## config.mk

```make
export PLATFORM = sky130hd
export DESIGN_NAME = adcsc_top
export DESIGN_NICKNAME = d
export VERILOG_FILES = /design/src/shared/adcsc_pkg.sv /design/src/rtl/adcsc_fmt.sv /design/src/rtl/adcsc_top.sv
export SDC_FILE = /design/constraint.sdc
export NUM_CORES = 1
export LEC_CHECK = 0
export BUFFER_PORTS_ARGS = -buffer_cell sky130_fd_sc_hd__buf_2
export CORE_ASPECT_RATIO = 1.25
export CORE_MARGIN = 8
export CORE_UTILIZATION = 30
export CTS_BUF_LIST = sky130_fd_sc_hd__clkbuf_16
export DETAILED_ROUTE_END_ITERATION = 10
export HOLD_SLACK_MARGIN = 0.1
export PLACE_DENSITY = 0.47
export SYNTH_ARGS = -nofsm -noshare
export SYNTH_HDL_FRONTEND = slang
export SYNTH_HIERARCHICAL = 1
export SYNTH_SLANG_ARGS = --single-unit
```

## constraint.sdc

```tcl
create_clock -name clk -period 7.3 [get_ports clk]
set_input_delay 1.095 -clock clk [delete_from_list [all_inputs] [get_ports clk]]
set_output_delay 1.095 -clock clk [all_outputs]
set_load 0.05 [all_outputs]
```

## src/shared/adcsc_pkg.sv

```systemverilog
`default_nettype none
package adcsc_pkg;
   // word addresses on bus lines a6..a1
   localparam logic [5:0] ADCSC_CTRL_WADDR    = 6'h00;
   localparam logic [5:0] ADCSC_RSVD_LO_WADDR = 6'h01; // registers kept outside this block
   localparam logic [5:0] ADCSC_RSVD_HI_WADDR = 6'h08;
   localparam logic [5:0] ADCSC_GAIN_LO_WADDR = 6'h10;
   localparam logic [5:0] ADCSC_GAIN_HI_WADDR = 6'h1f;
   localparam logic [5:0] ADCSC_MBOX_LO_WADDR = 6'h20;
   // control register reset value and field positions
   localparam logic [15:0] ADCSC_CTRL_RESET = 16'h0000;
   localparam int ADCSC_FMT_BIT    = 1;
   localparam int ADCSC_TRIG_BIT   = 2;
   localparam int ADCSC_SRC_LSB    = 3;
   localparam int ADCSC_SCAN_LSB   = 8;
   localparam int ADCSC_TIMER_BIT  = 11;
   localparam int ADCSC_IRQ_LSB    = 12;
   // input source codes
   localparam logic [2:0] ADCSC_SRC_DIFF   = 3'h0;
   localparam logic [2:0] ADCSC_SRC_SINGLE = 3'h1;
   localparam logic [2:0] ADCSC_SRC_UNUSED = 3'h2;
   // scan mode codes
   localparam logic [2:0] ADCSC_SCAN_OFF      = 3'h0;
   localparam logic [2:0] ADCSC_SCAN_EXT_ONLY = 3'h5;
   // interrupt policy codes
   localparam logic [1:0] ADCSC_IRQ_EACH  = 2'h1;
   localparam logic [1:0] ADCSC_IRQ_GROUP = 2'h2;
   // bus timing in clock cycles
   localparam logic [2:0] ADCSC_WAIT_STATES     = 3'h1;
   localparam logic [2:0] ADCSC_MAX_WAIT_STATES = 3'h6;
   // mailbox geometry
   localparam int ADCSC_CHANNELS  = 32;
   localparam int ADCSC_DIFF_CHAN = 16;
   // bus cycle states
   typedef enum logic [3:0] {
      ADCSC_IDLE = 4'b0001,
      ADCSC_WAIT = 4'b0010,
      ADCSC_ACK  = 4'b0100,
      ADCSC_HOLD = 4'b1000
   } adcsc_bus_t;
endpackage : adcsc_pkg
`default_nettype wire

```

## src/rtl/adcsc_fmt.sv

```systemverilog
`timescale 1ns/100ps
`default_nettype none
module adcsc_fmt
   import adcsc_pkg::*;
#(
   parameter int WIDTH = 16
)
(
   // raw two's complement sample
   input  wire logic [WIDTH-1:0] raw,
   // 1 selects offset binary
   input  wire logic             offset,
   // formatted result
   output logic      [WIDTH-1:0] coded
);
   if (WIDTH < 2)
   begin : g_bad_width
      $error("adcsc_fmt width too small");
   end

   // offset binary is two's complement with the sign flipped
   assign coded = {raw[WIDTH-1] ^ offset, raw[WIDTH-2:0]};
endmodule : adcsc_fmt
`default_nettype wire

```

## src/rtl/adcsc_top.sv

```systemverilog
// What this block does
// - unassigned i/o addresses get no acknowledge and no data drive.
// - accesses end after one wait state; mailbox read during write stretches to six.
// - mailbox one entry per channel single-ended, two entries differential.
// - high byte at even address, low byte at odd address.
// - control register takes byte and word writes, only addressed lanes change.
// - reset clears the whole control register.
// - control bit 1 picks two's complement or offset binary results.
// - control bit 2 makes trigger pin input or driven output.
// - control bits 5:3 pick differential, single-ended, calibration or auto-zero source.
// - control bits 10:8 pick scan mode.
// - control bit 11 gates the conversion interval timer.
// - control bits 13:12 pick none, per-channel or per-group interrupts.
// - unassigned control bits store and read back, no effect.
// - result codes follow two's complement or offset binary mapping.
`timescale 1ns/100ps
`default_nettype none
module adcsc_top
   import adcsc_pkg::*;
#(
   parameter int DATA_W = 16
)
(
   // clock and reset
   input  wire logic              clk,
   input  wire logic              rstn,
   // host i/o bus, synchronous to clk
   input  wire logic              io_sel_n,
   input  wire logic              write_n,
   input  wire logic [5:0]        addr,
   input  wire logic [1:0]        byte_sel_n,
   input  wire logic [15:0]       data_in,
   output logic      [15:0]       data_out,
   output logic                   data_oe,
   output logic                   ack_n,
   // conversion results from the converter sequencer
   input  wire logic              conv_valid,
   input  wire logic [4:0]        conv_chan,
   input  wire logic [DATA_W-1:0] conv_raw,
   // external trigger pin
   input  wire logic              trig_in,
   output logic                   trig_out,
   output logic                   trig_oe,
   // periodic tick from the interval timer
   input  wire logic              timer_tick,
   // decoded control towards the acquisition logic
   output logic                   fmt_offset,
   output logic [2:0]             source_sel,
   output logic                   source_diff,
   output logic                   source_calib,
   output logic [2:0]             scan_mode,
   output logic                   scan_active,
   output logic                   timer_run,
   output logic                   irq_each,
   output logic                   irq_group,
   output logic                   conv_start
);
   if (DATA_W != 16)
   begin : g_bad_width
      $error("adcsc_top supports 16-bit results only");
   end

   adcsc_bus_t        bus_state;
   logic [15:0]       ctrl;
   logic [2:0]        wait_cnt;
   logic              wr_pending;
   logic [4:0]        wr_chan;
   logic [DATA_W-1:0] wr_data;
   logic [DATA_W-1:0] coded;
   logic [DATA_W-1:0] mbox [ADCSC_CHANNELS];
   logic              trig_meta;
   logic              trig_sync;
   logic              trig_prev;
   logic              next_scan_on;
   logic              is_ctrl;
   logic              is_zero_reg;
   logic              is_mbox;
   logic              mapped;
   logic              stretch;
   logic [15:0]       rd_word;
   logic [4:0]        mb_idx;

   // address decode; the gap between start-convert and gain is not assigned
   assign is_ctrl     = (addr == ADCSC_CTRL_WADDR);
   assign is_zero_reg = ((addr >= ADCSC_RSVD_LO_WADDR) && (addr <= ADCSC_RSVD_HI_WADDR))
                     || ((addr >= ADCSC_GAIN_LO_WADDR) && (addr <= ADCSC_GAIN_HI_WADDR));
   assign is_mbox     = (addr >= ADCSC_MBOX_LO_WADDR);
   assign mapped      = is_ctrl || is_zero_reg || is_mbox;
   assign mb_idx      = addr[4:0];

   // a mailbox read waits while a fresh result is still being stored
   assign stretch = is_mbox && write_n && wr_pending
                 && (wait_cnt < ADCSC_MAX_WAIT_STATES);

   // read mux, whole word; the host picks its lane
   always_comb
   begin
      rd_word = 16'h0000;
      if (is_ctrl)
      begin
         rd_word = ctrl;
      end
      else if (is_mbox)
      begin
         rd_word = mbox[mb_idx];
      end
   end

   // bus cycle sequencer
   always_ff @(posedge clk)
   begin
      if (!rstn)
      begin
         bus_state <= ADCSC_IDLE;
         wait_cnt  <= 3'h0;
      end
      else
      begin
         unique case (bus_state)
            ADCSC_IDLE:
            begin
               wait_cnt <= 3'h0;
               if (!io_sel_n && mapped)
               begin
                  bus_state <= ADCSC_WAIT;
                  wait_cnt  <= ADCSC_WAIT_STATES;
               end
               else if (!io_sel_n)
               begin
                  bus_state <= ADCSC_HOLD; // silent until the host gives up
               end
            end
            ADCSC_WAIT:
            begin
               if (stretch)
               begin
                  wait_cnt <= wait_cnt + 3'h1;
               end
               else
               begin
                  bus_state <= ADCSC_ACK;
               end
            end
            ADCSC_ACK:
            begin
               bus_state <= ADCSC_HOLD;
            end
            ADCSC_HOLD:
            begin
               if (io_sel_n)
               begin
                  bus_state <= ADCSC_IDLE;
               end
            end
         endcase
      end
   end

   // acknowledge and read data drive
   always_ff @(posedge clk)
   begin
      if (!rstn)
      begin
         ack_n    <= 1'b1;
         data_oe  <= 1'b0;
         data_out <= 16'h0000;
      end
      else
      begin
         ack_n <= 1'b1;
         if ((bus_state == ADCSC_WAIT) && !stretch)
         begin
            ack_n <= 1'b0; // one-cycle acknowledge
            if (write_n)
            begin
               data_out <= rd_word; // high byte even, low byte odd
               data_oe  <= 1'b1;
            end
         end
         else if (io_sel_n)
         begin
            data_oe <= 1'b0;
         end
      end
   end

   // control register with byte-lane writes
   always_ff @(posedge clk)
   begin
      if (!rstn)
      begin
         ctrl <= ADCSC_CTRL_RESET;
      end
      else if ((bus_state == ADCSC_WAIT) && !stretch && !write_n && is_ctrl)
      begin
         if (!byte_sel_n[1])
         begin
            ctrl[15:8] <= data_in[15:8]; // even byte
         end
         if (!byte_sel_n[0])
         begin
            ctrl[7:0] <= data_in[7:0]; // odd byte
         end
      end
   end

   // unused scan codes count as disabled
   always_comb
   begin
      next_scan_on = 1'b0;
      if ((ctrl[ADCSC_SCAN_LSB+:3] != ADCSC_SCAN_OFF)
          && (ctrl[ADCSC_SCAN_LSB+:3] <= ADCSC_SCAN_EXT_ONLY))
      begin
         next_scan_on = 1'b1;
      end
   end

   // registered control decode, outputs lag the register by one clock
   always_ff @(posedge clk)
   begin
      if (!rstn)
      begin
         fmt_offset   <= 1'b0;
         trig_oe      <= 1'b0;
         source_sel   <= ADCSC_SRC_DIFF;
         source_diff  <= 1'b1; // cleared source code means differential
         source_calib <= 1'b0;
         scan_mode    <= ADCSC_SCAN_OFF;
         scan_active  <= 1'b0;
         timer_run    <= 1'b0;
         irq_each     <= 1'b0;
         irq_group    <= 1'b0;
      end
      else
      begin
         fmt_offset   <= ctrl[ADCSC_FMT_BIT];
         trig_oe      <= ctrl[ADCSC_TRIG_BIT];
         source_sel   <= ctrl[ADCSC_SRC_LSB+:3];
         source_diff  <= (ctrl[ADCSC_SRC_LSB+:3] == ADCSC_SRC_DIFF);
         source_calib <= (ctrl[ADCSC_SRC_LSB+:3] > ADCSC_SRC_UNUSED);
         scan_mode    <= next_scan_on ? ctrl[ADCSC_SCAN_LSB+:3] : ADCSC_SCAN_OFF;
         scan_active  <= next_scan_on;
         timer_run    <= ctrl[ADCSC_TIMER_BIT];
         irq_each     <= (ctrl[ADCSC_IRQ_LSB+:2] == ADCSC_IRQ_EACH);
         irq_group    <= (ctrl[ADCSC_IRQ_LSB+:2] == ADCSC_IRQ_GROUP);
      end
   end

   // trigger pin synchroniser; the edge detect looks at the second and third stages only
   always_ff @(posedge clk)
   begin
      if (!rstn)
      begin
         trig_meta <= 1'b0;
         trig_sync <= 1'b0;
         trig_prev <= 1'b0;
      end
      else
      begin
         trig_meta <= trig_in;
         trig_sync <= trig_meta;
         trig_prev <= trig_sync;
      end
   end

   // trigger source: own timer when driving, pin edge when receiving
   always_ff @(posedge clk)
   begin
      if (!rstn)
      begin
         trig_out   <= 1'b0;
         conv_start <= 1'b0;
      end
      else
      begin
         trig_out   <= timer_tick && timer_run && trig_oe;
         conv_start <= scan_active
                    && ((trig_oe ? (timer_tick && timer_run) : 1'b0)
                     || (!trig_oe && trig_sync && !trig_prev));
      end
   end

   // result coding before storage
   adcsc_fmt #(
      .WIDTH (DATA_W)
   ) u_fmt (
      .raw    (conv_raw),
      .offset (fmt_offset),
      .coded  (coded)
   );

   // hold each result one cycle so reads can see a store in progress
   always_ff @(posedge clk)
   begin
      if (!rstn)
      begin
         wr_pending <= 1'b0;
         wr_chan    <= 5'h00;
         wr_data    <= 16'h0000;
      end
      else
      begin
         wr_pending <= conv_valid;
         if (conv_valid)
         begin
            wr_chan <= conv_chan;
            wr_data <= coded;
         end
      end
   end

   // mailbox store; differential keeps the older sample sixteen entries up
   always_ff @(posedge clk)
   begin
      if (!rstn)
      begin
         for (int i = 0; i < ADCSC_CHANNELS; i++)
         begin
            mbox[i] <= 16'h0000;
         end
      end
      else if (wr_pending)
      begin
         if (source_diff)
         begin
            mbox[{1'b0, wr_chan[3:0]}] <= wr_data;
            mbox[{1'b1, wr_chan[3:0]}] <= mbox[{1'b0, wr_chan[3:0]}];
         end
         else
         begin
            mbox[wr_chan] <= wr_data;
         end
      end
   end
endmodule : adcsc_top
`default_nettype wire

```

==> metrics.log <==
[metrics] maximum fanout along the worst path: 66
[metrics] critical path's slowest cell: sky130_fd_sc_hd__o21ai_2
[metrics] total internal power: 6.24 mW
[metrics] total half-perimeter wirelength after legalization and detailed placement: 67,200 um
[metrics] area of the mapped netlist: 29,200 sq um
[metrics] routability cong.: 0.839
[metrics] Core ar.: 96,900 sq um
[metrics] CTS Buf Count: 67
[metrics] most common library cell in the layout ignoring fill and taps: sky130_fd_sc_hd__edfxtp_1
[metrics] IO Port Bufs: 85
[metrics] post-layout minimum cycle time: 3.75 ns
[metrics] Hold Crit Class: reg2reg
[metrics] boundary pin count: 86
[metrics] count of cells resized by post-cts repair: 0
[metrics] endpoints failing setup: 0
[metrics] accumulated negative setup slack: 0 ns
[metrics] Synth Area per Inst: 13.2 sq um
[metrics] number of cell rows: 128
[metrics] proportion of layout cells with a drive suffix above 1: 24.6%
[metrics] Post-synth EDFFs: 512
[metrics] count of placed standard cells in the final layout, fillers left out: 3,499
[metrics] area share of the leading cell type in the synthesized netlist: 52.7%
[metrics] layout-stage area growth over the synthesis result: 13.2%
[metrics] leakage power total: 10.7 nW
[metrics] kind of cell adding the most delay to the critical path: compound AO/OA/AOI/OAI gates
[metrics] Max-Slew Margin vs Limit: 8.06%
[metrics] yosys warns: 6
[metrics] CTS Hold Buffers Added: 0
[metrics] combined area of the multi-input logic cells: 11,100 sq um
[metrics] nets in the synthesized netlist: 2,255
[metrics] detailed-route wire length per cell: 27.6 um
[metrics] worst-path cell chain: buf_4 -> nand2_1 -> nor2_1 -> nand2_4 -> buf_4 -> o21ai_2
[metrics] clock tree from TritonCTS: yes
[metrics] global-route wire length before repair: 139,000 um
[metrics] share of synthesized area occupied by flip-flops and latches: 58.6%
[metrics] worst skew pair latency: 0.63 ns
[metrics] async set or reset register ratio after synthesis: 0%
[metrics] # Max-Cap Violations: 0
[metrics] CTS Root Buffer Type: sky130_fd_sc_hd__clkbuf_16
[metrics] Crit Path Category: in2reg
[metrics] library cell appearing most often on the critical path: sky130_fd_sc_hd__buf_4
[metrics] worst voltage drop across the vdd grid: 162 uV
[metrics] largest net degree at the start of global routing: 137
[metrics] post-route total power: 8.26 mW
[metrics] register-to-register path setup slack: 3.60 ns
[metrics] count of clock tree sinks: 598
[metrics] area of the die: 108,000 sq um
[metrics] post-CTS setup buffer count: 0
[metrics] data arrival at the endpoint of the critical path: 3.96 ns
[metrics] overall via count from detail_route: 19,331
[metrics] Setup Skew: 0.0358 ns
[metrics] switching part of the total: 24.5%
[metrics] required time of the critical path: 7.51 ns
[metrics] main area contributors after synthesis: sky130_fd_sc_hd__edfxtp_1 53%, sky130_fd_sc_hd__mux4_2 12%, sky130_fd_sc_hd__dfxtp_1 5.9%, sky130_fd_sc_hd__nor3_1 5.5%, sky130_fd_sc_hd__nor2_1 3.6%
[metrics] width of the die: 295 um
[metrics] final-layout fill cell count: 9,371
[metrics] sum of routed wire length over all layers: 96,400 um
[metrics] number of nets with antenna violations after routing: 0
[metrics] Mapped Cells: 2,202
[metrics] number of distinct library cells after synthesis: 54
[metrics] routed vias/inst: 5.52
[metrics] final-stage net count: 2,199
[metrics] delay of the slowest cell on the worst path: 0.97 ns
[metrics] commonest register cell after synthesis: sky130_fd_sc_hd__edfxtp_1
[metrics] Vert. Die Dim: 365 um
[metrics] commonest cells after routing, fill and taps aside: 512 x sky130_fd_sc_hd__edfxtp_1, 322 x sky130_fd_sc_hd__nor3_1, 273 x sky130_fd_sc_hd__nor2_1, 160 x sky130_fd_sc_hd__mux4_2, 86 x sky130_fd_sc_hd__mux2i_1
[metrics] H-tree level count: 3
[metrics] antenna violations before repair: 3
[metrics] combinational group share of total power: 9.3%
[metrics] number of buffers on the longest clock path: 3
[metrics] run status: finished clean
[metrics] Final Max Tran Viols: 0
[metrics] cell taking the most area after synthesis: sky130_fd_sc_hd__edfxtp_1
[metrics] Post-route DRC: 0
[metrics] type of element capturing the critical path: flop
[metrics] Antenna diodes: 0
[metrics] combined buffer and inverter count along the critical path: 2
[metrics] Final Cycle Share: 51.3%
[metrics] flip-flop and latch area: 17,100 sq um
[metrics] gr usage total: 17.6%
[metrics] slew of the pin with the lowest slew margin: 1.38 ns
[metrics] DR pass1 iterations: 7
[metrics] clock slew at reported path FFs: 0.06 ns
[metrics] remaining global-route overflow: 0
[metrics] # placed instances: 3,377
[metrics] number of synthesized register bits: 598
[metrics] Achievable Freq: 267 MHz
[metrics] count of routing violations after the opening detailed-route iteration: 1,788
[metrics] Initial Util: 30.1%
[metrics] share of power burned in registers: 47.3%
[metrics] category of the worst setup path launch point: input pin
[metrics] Final Util: 34.1%
[metrics] via count of the first global-routing pass: 19,521
[metrics] clock group share of total power: 43.5%
[metrics] NetSw: 2.02 mW
[metrics] PD cells: 250 nW/um^2
[metrics] number of failing hold endpoints at the final stage: 0
[metrics] RSZ-0062 raised after global routing: false
==> cells by family after synthesis <==
group / after synthesis / share of synthesized area, %
buffers and inverters: 277 / 4.05
and+or+nand+nor: 746 / 12.1
AOI/OAI and AO/OA: 298 / 8.49
adders and majority gates: 1 / 0.0429
xor gates and xnor gates: 4 / 0.120
muxes: 278 / 16.5
DFF: 598 / 58.6
==> path summary, 6_finish.rpt <==
check	startpoint	endpoint	cells after the start
max	rstn	mbox[6][12]	6
min	trig_meta	trig_sync	1
max reg2reg	source_diff	mbox[1][11]	4
min reg2reg	trig_meta	trig_sync	1
==> Yosys cell counts, drive strengths merged (2+ instances only) <==
cell      n
nor3    324
clkbuf  177
o21ai    69
nand3b   17
and3      3
xor2      3
a21boi   17
edfxtp  512
dfxtp    86
nand3    20
o211ai    2
mux2i    86
a21o     18
nand2b    5
nand4     2
nor4b     2
a221oi   65
inv      22
a41oi    16
a21oi    39
a22oi    64
and2     13
mux4    160
nor2b    29
nand2    34
nor3b     2
or3       3
a31oi     3
nor2    281
mux2     32
and3b     3
nand4b    3
buf      78
==> layer usage <==
layer / track usage [%] / up-vias / routed length, um / share of wire, %
li1: - / 8397 / - / -
met1: 23.0 / 10042 / 39700 / 41
met3: 2.58 / 117 / 6800 / 7.0
met2: 30.2 / 775 / 47600 / 49
met4: 4.86 / 0 / 2290 / 2.4
met5: 0 / - / 0 / 0
==> stage by stage <==
step,hold slack [ns],setup slack (ns),area [sq um]
after floorplan,0.412,3.58,29200
after global placement,0.427,2.88,30700
after detailed placement,0.435,2.89,30700
after CTS,0.458,3.53,33000
after global routing,0.469,3.37,33000
final,0.447,3.55,33000
==> sequential cells by signal, indices dropped and copies added (netlist names), 3 cells and up, named ones only <==
| register | flops |
|---|---|
| mbox | 512 |
| ctrl | 16 |
| data_out | 16 |
| wr_data | 16 |
| wr_chan | 5 |
| bus_state | 4 |
| scan_mode | 3 |
| source_sel | 3 |
| wait_cnt | 3 |
==> power by group through the flow <==
stage / logic [mW] / registers (mW) / clock network, mW
2_1_floorplan: 0.514 / 3.93 / 0
3_3_place_gp: 0.755 / 3.97 / 0
3_5_place_dp: 0.765 / 3.98 / 0
6_report: 0.765 / 3.90 / 3.59
4_1_cts: 0.767 / 3.90 / 3.65
5_1_grt: 0.806 / 3.92 / 3.77
==> worst register-to-register path, cell delays in order (launching register included) <==
cell and delay [ns]:
sky130_fd_sc_hd__dfxtp_1 0.82, sky130_fd_sc_hd__nand4b_1 0.39, sky130_fd_sc_hd__nand2_2 0.49, sky130_fd_sc_hd__buf_4 0.46, sky130_fd_sc_hd__o21ai_2 1.11
==> area by class of cell <==
type,count,area share (%)
flip-flops and latches,598,51.8
repair buffers,130,2.40
clock buffers,76,5.76
multi-input cells,1327,33.5
well taps,1300,4.93
clock inverters,46,1.36
inverters,22,0.250
Note: power is estimated with default switching activity, not from simulation.
